[src/verilog/cer_pkg.sv]
// constants for the cpu error report and recovery block
package cer_pkg;
    // register byte offsets
    localparam logic [7:0] OFF_BUS_STATUS = 8'h00;
    localparam logic [7:0] OFF_BUS_CTRL = 8'h04;
    localparam logic [7:0] OFF_BUS_ADDR = 8'h08;
    localparam logic [7:0] OFF_FILL_ADDR = 8'h0C;
    localparam logic [7:0] OFF_FILL_SYN = 8'h10;
    localparam logic [7:0] OFF_PC_STATUS = 8'h14;
    localparam logic [7:0] OFF_PC_CTRL = 8'h18;
    localparam logic [7:0] OFF_TB_STATUS = 8'h1C;
    localparam logic [7:0] OFF_IC_CSR = 8'h20;
    localparam logic [7:0] OFF_TB_INV_ALL = 8'h24;
    localparam logic [7:0] OFF_TB_INV_ONE = 8'h28;
    // bus_error_status fields
    localparam int BES_FILL_ECC = 0;
    localparam int BES_TAG_PAR = 1;
    localparam int BES_WR_HARD = 2;
    localparam int BES_RD_ERR = 3;
    localparam int BES_SEO = 4;
    localparam int BES_W = 5;
    // bus_cache_control fields
    localparam int BCC_ENABLE = 0;
    localparam int BCC_FORCE_HIT = 1;
    localparam int BCC_SUPPRESS = 2;
    localparam int BCC_W = 3;
    // primary_cache_status fields
    localparam int PCS_TAG = 0;
    localparam int PCS_DATA = 1;
    localparam int PCS_PTE = 2;
    localparam int PCS_W = 3;
    // instr_cache_ctrl_status fields
    localparam int ICS_ENABLE = 0;
    localparam int ICS_TAG = 1;
    localparam int ICS_DATA = 2;
    localparam int ICS_W = 3;
    // reset values
    localparam logic [BES_W-1:0] BES_RESET = 5'h00;
    localparam logic [BCC_W-1:0] BCC_RESET = 3'h0;
    localparam logic [PCS_W-1:0] PCS_RESET = 3'h0;
    localparam logic PCC_RESET = 1'b0;
    localparam logic TBS_RESET = 1'b0;
    localparam logic [ICS_W-1:0] ICS_RESET = 3'h0;
    // notification levels, highest wins
    localparam logic [1:0] LVL_NONE = 2'h0;
    localparam logic [1:0] LVL_SOFT = 2'h1;
    localparam logic [1:0] LVL_HARD = 2'h2;
    localparam logic [1:0] LVL_MCHK = 2'h3;
endpackage

[src/verilog/cer_error_unit.sv]
// error latching, notification and cache recovery control with ahb-lite registers
`timescale 1ns/1ps
module cer_error_unit (
    // clock and reset
    input wire logic core_clk,
    input wire logic reset_n,
    // ahb-lite slave
    input wire logic hsel,
    input wire logic [31:0] haddr,
    input wire logic [1:0] htrans,
    input wire logic hwrite,
    input wire logic [2:0] hsize,
    input wire logic [31:0] hwdata,
    input wire logic hready,
    output logic hreadyout,
    output logic [31:0] hrdata,
    output logic hresp,
    // backup cache and bus error events
    input wire logic fillEccEvt,
    input wire logic fillIsDemand,
    input wire logic fillLocked,
    input wire logic fillFirstQw,
    input wire logic [31:0] fillAddrIn,
    input wire logic [7:0] fillSyndromeIn,
    input wire logic bcReadDone,
    input wire logic bcTagParityEvt,
    input wire logic busWriteErrEvt,
    input wire logic busReadErrEvt,
    input wire logic [31:0] busErrAddrIn,
    input wire logic extErrIn,
    // core cache and translation events
    input wire logic pcTagErrEvt,
    input wire logic pcDataErrEvt,
    input wire logic pteReadErrEvt,
    input wire logic tbParityEvt,
    input wire logic vicTagErrEvt,
    input wire logic vicDataErrEvt,
    input wire logic returnFromInterrupt,
    input wire logic loadProcessContext,
    // forced hit read path
    input wire logic bcMemRead,
    input wire logic bcIndexMatch,
    input wire logic bcReadUncorr,
    input wire logic [31:0] bcReadData,
    output logic forceHitValid,
    output logic [31:0] forceHitData,
    // cache control outputs
    output logic bcacheEnable,
    output logic forceHitMode,
    output logic pcacheEnable,
    output logic vicEnable,
    output logic vicInvalidate,
    output logic tbInvalidateAll,
    output logic tbInvalidateSingle,
    output logic [31:0] tbInvalidateAddr,
    output logic tbFlushProcess,
    // notifications
    output logic machineCheck,
    output logic hardErrIrq,
    output logic softErrIrq,
    output logic [1:0] notifyLevel
);
    typedef struct packed {
        logic [cer_pkg::BES_W-1:0] bes;
        logic [cer_pkg::BCC_W-1:0] bcc;
        logic [31:0] busAddr;
        logic [31:0] fillAddr;
        logic [7:0] syn;
        logic [cer_pkg::PCS_W-1:0] pcs;
        logic pcc;
        logic tbs;
        logic [cer_pkg::ICS_W-1:0] ics;
        logic dpValid;
        logic dpWrite;
        logic rdWait;
        logic [7:0] dpAddr;
        logic [31:0] rdata;
        logic mc;
        logic vicInv;
        logic tbAll;
        logic tbOne;
        logic tbProc;
        logic [31:0] tbAddr;
        logic fhValid;
        logic [31:0] fhData;
    } cer_state_s;

    cer_state_s st;
    cer_state_s next_st;
    logic extErrSync;
    logic wrPhase;
    logic busErrLatched;
    logic busEvt;
    logic mcFill;

    function automatic logic wrHit(input logic [7:0] a, input logic [7:0] off, input logic wr);
        wrHit = wr && (a == off);
    endfunction

    function automatic logic [31:0] regRead(input cer_state_s s, input logic [7:0] a);
        case (a)
            cer_pkg::OFF_BUS_STATUS: regRead = {27'h000_0000, s.bes};
            cer_pkg::OFF_BUS_CTRL: regRead = {29'h0000_0000, s.bcc};
            cer_pkg::OFF_BUS_ADDR: regRead = s.busAddr;
            cer_pkg::OFF_FILL_ADDR: regRead = s.fillAddr;
            cer_pkg::OFF_FILL_SYN: regRead = {24'h00_0000, s.syn};
            cer_pkg::OFF_PC_STATUS: regRead = {29'h0000_0000, s.pcs};
            cer_pkg::OFF_PC_CTRL: regRead = {31'h0000_0000, s.pcc};
            cer_pkg::OFF_TB_STATUS: regRead = {31'h0000_0000, s.tbs};
            cer_pkg::OFF_IC_CSR: regRead = {29'h0000_0000, s.ics};
            default: regRead = 32'h0000_0000;
        endcase
    endfunction

    cer_sync u_ext_sync (
        .core_clk(core_clk),
        .reset_n(reset_n),
        .asyncIn(extErrIn),
        .syncOut(extErrSync)
    );

    assign wrPhase = st.dpValid && st.dpWrite;
    assign busErrLatched = st.bes[cer_pkg::BES_FILL_ECC] || st.bes[cer_pkg::BES_TAG_PAR] ||
                           st.bes[cer_pkg::BES_WR_HARD] || st.bes[cer_pkg::BES_RD_ERR];
    assign busEvt = fillEccEvt || bcTagParityEvt || busWriteErrEvt || busReadErrEvt;
    // a locked read machine checks only on the first returned quadword
    assign mcFill = fillEccEvt && fillIsDemand && (!fillLocked || fillFirstQw);

    always_comb begin
        logic [cer_pkg::BES_W-1:0] besSet;
        logic [cer_pkg::BES_W-1:0] besClr;
        logic [cer_pkg::PCS_W-1:0] pcsSet;
        logic [cer_pkg::PCS_W-1:0] pcsClr;
        logic [cer_pkg::ICS_W-1:0] icsSet;
        logic [cer_pkg::ICS_W-1:0] icsClr;
        logic rdFirst;
        besSet = '0;
        besClr = '0;
        pcsSet = '0;
        pcsClr = '0;
        icsSet = '0;
        icsClr = '0;
        next_st = st;
        rdFirst = st.dpValid && !st.dpWrite && !st.rdWait;

        // bus slave: writes take no wait state, reads take one so hrdata comes from a flop
        if (hreadyout) begin
            next_st.dpValid = hsel && htrans[1] && hready;
            next_st.dpWrite = hwrite;
            next_st.dpAddr = haddr[7:0];
            next_st.rdWait = 1'b0;
        end
        if (rdFirst) begin
            next_st.rdata = regRead(st, st.dpAddr);
            next_st.rdWait = 1'b1;
        end

        // event capture; set wins over a clear in the same cycle
        besSet[cer_pkg::BES_FILL_ECC] = fillEccEvt;
        besSet[cer_pkg::BES_TAG_PAR] = bcTagParityEvt;
        besSet[cer_pkg::BES_WR_HARD] = busWriteErrEvt;
        besSet[cer_pkg::BES_RD_ERR] = busReadErrEvt;
        besSet[cer_pkg::BES_SEO] = busEvt && busErrLatched;
        if (wrHit(st.dpAddr, cer_pkg::OFF_BUS_STATUS, wrPhase)) begin
            besClr = hwdata[cer_pkg::BES_W-1:0];
        end
        next_st.bes = (st.bes & ~besClr) | besSet;

        // capture only the first error; later ones leave address and syndrome alone, but with suppress set each read done reloads syndrome and fill address
        if (!busErrLatched && (bcTagParityEvt || busWriteErrEvt || busReadErrEvt)) begin
            next_st.busAddr = busErrAddrIn;
        end
        if (st.bcc[cer_pkg::BCC_SUPPRESS] && bcReadDone) begin
            next_st.syn = fillSyndromeIn;
            next_st.fillAddr = fillAddrIn;
        end else if (!busErrLatched && fillEccEvt) begin
            next_st.syn = fillSyndromeIn;
            next_st.fillAddr = fillAddrIn;
        end

        pcsSet = {pteReadErrEvt, pcDataErrEvt, pcTagErrEvt};
        if (wrHit(st.dpAddr, cer_pkg::OFF_PC_STATUS, wrPhase)) begin
            pcsClr = hwdata[cer_pkg::PCS_W-1:0];
        end
        next_st.pcs = (st.pcs & ~pcsClr) | pcsSet;

        next_st.tbs = (st.tbs && !(wrHit(st.dpAddr, cer_pkg::OFF_TB_STATUS, wrPhase) && hwdata[0]))
                      || tbParityEvt;

        icsSet[cer_pkg::ICS_TAG] = vicTagErrEvt;
        icsSet[cer_pkg::ICS_DATA] = vicDataErrEvt;
        if (wrHit(st.dpAddr, cer_pkg::OFF_IC_CSR, wrPhase)) begin
            icsClr = hwdata[cer_pkg::ICS_W-1:0] & ~(3'h1 << cer_pkg::ICS_ENABLE);
            next_st.ics[cer_pkg::ICS_ENABLE] = hwdata[cer_pkg::ICS_ENABLE];
        end
        next_st.ics[cer_pkg::ICS_DATA:cer_pkg::ICS_TAG] =
            (st.ics[cer_pkg::ICS_DATA:cer_pkg::ICS_TAG] & ~icsClr[cer_pkg::ICS_DATA:cer_pkg::ICS_TAG])
            | icsSet[cer_pkg::ICS_DATA:cer_pkg::ICS_TAG];

        // control registers; a cache error turns its cache off over any enable write
        if (wrHit(st.dpAddr, cer_pkg::OFF_BUS_CTRL, wrPhase)) begin
            next_st.bcc = hwdata[cer_pkg::BCC_W-1:0];
        end
        if (wrHit(st.dpAddr, cer_pkg::OFF_PC_CTRL, wrPhase)) begin
            next_st.pcc = hwdata[0];
        end
        if (fillEccEvt || bcTagParityEvt) begin
            next_st.bcc[cer_pkg::BCC_ENABLE] = 1'b0;
        end
        if (pcTagErrEvt || pcDataErrEvt) begin
            next_st.pcc = 1'b0;
        end
        if (vicTagErrEvt || vicDataErrEvt) begin
            next_st.ics[cer_pkg::ICS_ENABLE] = 1'b0;
        end

        // translation and instruction cache maintenance pulses
        next_st.vicInv = returnFromInterrupt;
        next_st.tbProc = loadProcessContext;
        next_st.tbAll = wrHit(st.dpAddr, cer_pkg::OFF_TB_INV_ALL, wrPhase) || tbParityEvt;
        next_st.tbOne = wrHit(st.dpAddr, cer_pkg::OFF_TB_INV_ONE, wrPhase);
        if (next_st.tbOne) begin
            next_st.tbAddr = hwdata;
        end

        // machine check: demand fill errors, tb parity, read after a latched hard write
        next_st.mc = mcFill || tbParityEvt ||
                     (busReadErrEvt && st.bes[cer_pkg::BES_WR_HARD]);

        // forced hit: index match alone selects the line, uncorrectable data never returns
        next_st.fhValid = st.bcc[cer_pkg::BCC_FORCE_HIT] && bcMemRead && bcIndexMatch
                          && !bcReadUncorr;
        if (next_st.fhValid) begin
            next_st.fhData = bcReadData;
        end
    end

    always_ff @(posedge core_clk or negedge reset_n) begin
        if (!reset_n) begin
            st <= '0;
            st.bes <= cer_pkg::BES_RESET;
            st.bcc <= cer_pkg::BCC_RESET;
            st.pcs <= cer_pkg::PCS_RESET;
            st.pcc <= cer_pkg::PCC_RESET;
            st.tbs <= cer_pkg::TBS_RESET;
            st.ics <= cer_pkg::ICS_RESET;
        end else begin
            st <= next_st;
        end
    end

    assign hreadyout = !(st.dpValid && !st.dpWrite && !st.rdWait);
    assign hrdata = st.rdata;
    assign hresp = 1'b0;
    assign bcacheEnable = st.bcc[cer_pkg::BCC_ENABLE];
    assign forceHitMode = st.bcc[cer_pkg::BCC_FORCE_HIT];
    assign pcacheEnable = st.pcc;
    assign vicEnable = st.ics[cer_pkg::ICS_ENABLE];
    assign vicInvalidate = st.vicInv;
    assign tbInvalidateAll = st.tbAll;
    assign tbInvalidateSingle = st.tbOne;
    assign tbInvalidateAddr = st.tbAddr;
    assign tbFlushProcess = st.tbProc;
    assign forceHitValid = st.fhValid;
    assign forceHitData = st.fhData;
    assign machineCheck = st.mc;
    // level sensitive: stays up until pin drops and status is cleared
    assign hardErrIrq = extErrSync || st.bes[cer_pkg::BES_WR_HARD] || st.bes[cer_pkg::BES_RD_ERR];
    assign softErrIrq = st.bes[cer_pkg::BES_FILL_ECC] || st.bes[cer_pkg::BES_TAG_PAR] ||
                        (|st.pcs) || st.ics[cer_pkg::ICS_TAG] || st.ics[cer_pkg::ICS_DATA];
    assign notifyLevel = st.mc ? cer_pkg::LVL_MCHK :
                         hardErrIrq ? cer_pkg::LVL_HARD :
                         softErrIrq ? cer_pkg::LVL_SOFT : cer_pkg::LVL_NONE;
endmodule

[src/verilog/cer_sync.sv]
// two flip-flop synchroniser for the external error pin
`timescale 1ns/1ps
module cer_sync (
    // clock and reset
    input wire logic core_clk,
    input wire logic reset_n,
    // level in and out
    input wire logic asyncIn,
    output logic syncOut
);
    typedef struct packed {
        logic meta;
        logic sync;
    } cer_sync_s;

    cer_sync_s st;
    cer_sync_s next_st;

    always_comb begin
        next_st.meta = asyncIn;
        next_st.sync = st.meta;
    end

    always_ff @(posedge core_clk or negedge reset_n) begin
        if (!reset_n) begin
            st <= '0;
        end else begin
            st <= next_st;
        end
    end

    assign syncOut = st.sync;
endmodule
[config.mk]
export PLATFORM = sky130hd
export DESIGN_NAME = cer_error_unit
export DESIGN_NICKNAME = d
export VERILOG_FILES = /design/src/verilog/cer_pkg.sv /design/src/verilog/cer_error_unit.sv /design/src/verilog/cer_sync.sv
export SDC_FILE = /design/constraint.sdc
export NUM_CORES = 1
export LEC_CHECK = 0
export BUFFER_PORTS_ARGS = -buffer_cell sky130_fd_sc_hd__buf_2
export CORE_MARGIN = 3
export CORE_UTILIZATION = 31
export DETAILED_ROUTE_END_ITERATION = 8
export HOLD_SLACK_MARGIN = 0.12
export PLACE_DENSITY_LB_ADDON = 0.2
export SETUP_SLACK_MARGIN = 0.2
export SYNTH_ARGS = -nofsm -noshare
export SYNTH_HDL_FRONTEND = slang
export SYNTH_SLANG_ARGS = --single-unit
[constraint.sdc]
create_clock -name core_clk -period 3.75 [get_ports core_clk]
set_input_delay 0.1875 -clock core_clk [delete_from_list [all_inputs] [get_ports core_clk]]
set_output_delay 0.1875 -clock core_clk [all_outputs]
set_load 0.005 [all_outputs]
==> summary.md <==
| Metric | Value |
|---|---|
| CP delay by family, top | `simple AND/OR/NAND/NOR gates` |
| Final hold vios | `0` |
| DR WL/cell | `16.45 um` |
| Core region area | `28240 um2` |
| Yosys Warn Count | `0` |
| Peak Freq | `358.4 MHz` |
| Post-synth EDFFs | `0` |
| Vias in the first global route | `7310` |
| Run status | `finished, final reports clean` |
| First DRT Iteration DRCs | `238` |
| Drt total wl | `25010 um` |
| Clock network power share | `39.2%` |
| Yosys top cell by area | `dfrtp_1` |
| CTS resizes | `0` |
| Root Driver | `clkbuf_16` |
| Largest cells by area after synthesis | `dfrtp_1, mux2_2, buf_4` |
| Hold Crit Class | `input pin to async pin` |
| Nets@finish | `1323` |
| RSZ-0062 raised after global routing | `false` |
| Clock Path Buffers | `3` |
| Post-synthesis sequential area ratio | `56.19%` |
| CTS tree | `yes` |
| Top_reg_cell synth | `dfrtp_1` |
| Required @ worst endpoint | `4150 ps` |
| Layout cell share with drive strength beyond 1 | `39.23%` |
| Total track usage | `15.82%` |
| Post-CTS Hold Fix Bufs | `173` |
| Die area | `31250 um2` |
| Psw | `1493 uW` |
| Startpoint Class | `register` |
| Mean Syn Cell Area | `11.74 um2` |
| Setup-failing EPs final | `0` |
| Critical path, cell by cell | `or4_1 > nor4_2 > nand2_1 > a21o_1 > dlygate4sd3_1` |
| Height of the die | `176.8 um` |
| Vias per cell | `4.488` |
| P&R area growth vs syn | `39.75%` |
| Worst-margin pin slew | `1071 ps` |
| Final Critical Period | `2790 ps` |
| Share of the synthesized area in the top cell type | `56.19%` |
| Setup crit end kind | `register` |
| WHS | `281.2 ps` |
| Mapped Area | `9040 um2` |
| Port Buf Inserts | `280` |
| Max-slew violations | `0` |
| FFs w/ async S/R, synth | `100.0%` |
| Max Cap Violations | `0` |
| Initial core utilization | `32.01%` |
| Finished Core Util | `44.74%` |
| Peak supply drop | `297.2 uV` |
| FF+latch count, synth | `203` |
| GP Congestion | `0.7704` |
| Comb pwr share | `15.6%` |
| DR DRC count | `0` |
| WP buf/inv | `1` |
| ANT nets after route | `0` |
| Syn Nets | `968` |
| Flop2flop setup slack | `960 ps` |
| Worst r2r dst | `st[199]` |
| Std-Cell Rows | `61` |
| Post-CTS Setup Bufs | `0` |
| Clk_lat worst skew | `520 ps` |
| TritonCTS Sinks | `203` |
| Cell variety after synth | `44` |
| Worst r2r path cells | `5` |
| Vias | `6826` |
| Reg power frac | `45.2%` |
| Detailed Place HPWL | `16450 um` |
| P_leak | `0.006151 uW` |
| Pre-Repair DR Iteration Count | `4` |
| DP Worst Slack | `995.8 ps` |
| Crit Path Class | `register to register` |
| Worst stage delay on the critical path | `710 ps` |
| Post-Synthesis Cells | `770` |
| Gr ovfl total | `0` |
| Final Cycle Share | `74.41%` |
| Internal power | `4308 uW` |
| Die X | `176.8 um` |
| Critical Path Slowest Stage Cell | `or4_1` |
| WP data arrival | `3190 ps` |
| Worst-path clk slew | `60 ps` |
| TritonCTS Buffers | `24` |
| Power Dens Cells | `459.2 nW/um2` |
| Skew final | `9.224 ps` |
| Largest net degree at the start of global routing | `80` |
| First-pass GRT wire length | `39800 um` |
| Switching Share | `25.73%` |
| Final WS setup | `959.8 ps` |
| RR Startpoint | `st[104]` |
| Num ports | `310` |
| CP Max Fanout | `15` |
| H-tree levels | `1` |
| Worst rel slew slack | `28.60%` |
| TNS Setup | `0 ps` |
| Initial antenna violation count | `2` |
==> power by group through the flow <==
stage                     registers (uW)  logic (uW)  clock network (uW)
after global placement              2650         778                   0
after global routing                2660        1030                2460
after CTS                           2620         923                2370
final                               2620         904                2270
after floorplan                     2610         627                   0
after detailed placement            2660         785                   0
==> cell usage after synthesis, types with 4 or more instances <==
master,n
dfrtp_1,203
nand2_1,140
buf_4,99
mux2_2,79
nor2_1,62
a221oi_1,29
mux2_4,29
clkbuf_1,21
a21o_1,11
nor3_1,10
mux2i_1,8
nor4_1,7
buf_2,6
o21ai_0,6
a22o_1,5
inv_1,5
buf_1,4
nand2b_1,4
nand3b_1,4
==> cell usage in the layout, fill, tap and decap left out, types with 7 or more instances in the layout <==
cell type and count:
dfrtp_1 203, clkbuf_16 24, nor3_1 10, a221oi_1 29
buf_2 279, mux2_2 79, clkinv_2 7, buf_4 8
dlygate4sd3_1 173, a21o_1 11, mux2i_1 8, nor4_1 7
mux2_4 29, nor2_1 62, nand2_1 139
==> final cells by class <==
type,count,area (um2)
Clock buffer,32,680.7
Sequential cell,203,5080
Multi-Input combinational cell,428,3055
Clock inverter,11,97.59
Antenna cell,1,2.502
Inverter,6,22.52
Timing Repair Buffer,462,3222
Tap cell,378,473.0
Fill cell,2645,15610
==> metrics by stage <==
step           area (um2)  std cells  power (uW)
2_1_floorplan        9040        770        3235
3_3_place_gp        10120       1304        3431
3_5_place_dp        10120       1304        3447
4_1_cts             12630       1520        5917
5_1_grt             12630       1521        6147
6_report            12630       1521        5801
==> flip-flops by register name, summed over array words and instances (netlist names) <==
register	cells
hrdata	32
forceHitMode	1
forceHitValid	1
pcacheEnable	1
tbInvalidateAll	1
st	95
bcacheEnable	1
vicInvalidate	1
vicEnable	1
tbInvalidateAddr	32
machineCheck	1
u_ext_sync.syncOut	1
u_ext_sync.next_st	1
tbInvalidateSingle	1
forceHitData	32
tbFlushProcess	1
==> metal layers <==
layer  vias to the layer above  routed length, um  track usage (%)
met1                      3331              10950            20.62
met2                       220              11650            26.50
met4                         0                509            3.797
met5                         -                  0                0
met3                        33               1909            4.054
li1                       3242                  -                -
==> logic make-up (layout without fill, tap and decap cells) <==
logic type / after synthesis / after routing / share of synthesized area (%)
DFF: 203 / 203 / 56.19
buffers and inverters: 139 / 511 / 10.21
AOI/OAI and AO/OA: 62 / 62 / 5.495
other: 1 / 2 / 0.04148
and+or+nand+nor: 247 / 247 / 12.01
muxes: 118 / 118 / 16.04
==> worst reg2reg max path, delay by kind of cell (launching register included) <==
kind / cells / cell delay (ps)
flops: 1 / 590
simple gates: 3 / 1340
buf+inv: 1 / 550
compound gates: 1 / 190
==> worst max path at each step <==
stage,slack (ps),from,end,depth (start not counted)
finish,960,st[104],st[199],5
global placement,1020,st[104],tbInvalidateAddr[14],3
CTS,970,st[104],tbInvalidateAddr[25],3
global route,750,st[104],st[118],5
detailed placement,1000,st[104],tbInvalidateAddr[9],3
floorplan,1780,st[104],tbInvalidateAddr[10],5
Power figures use the tool's default switching activity.
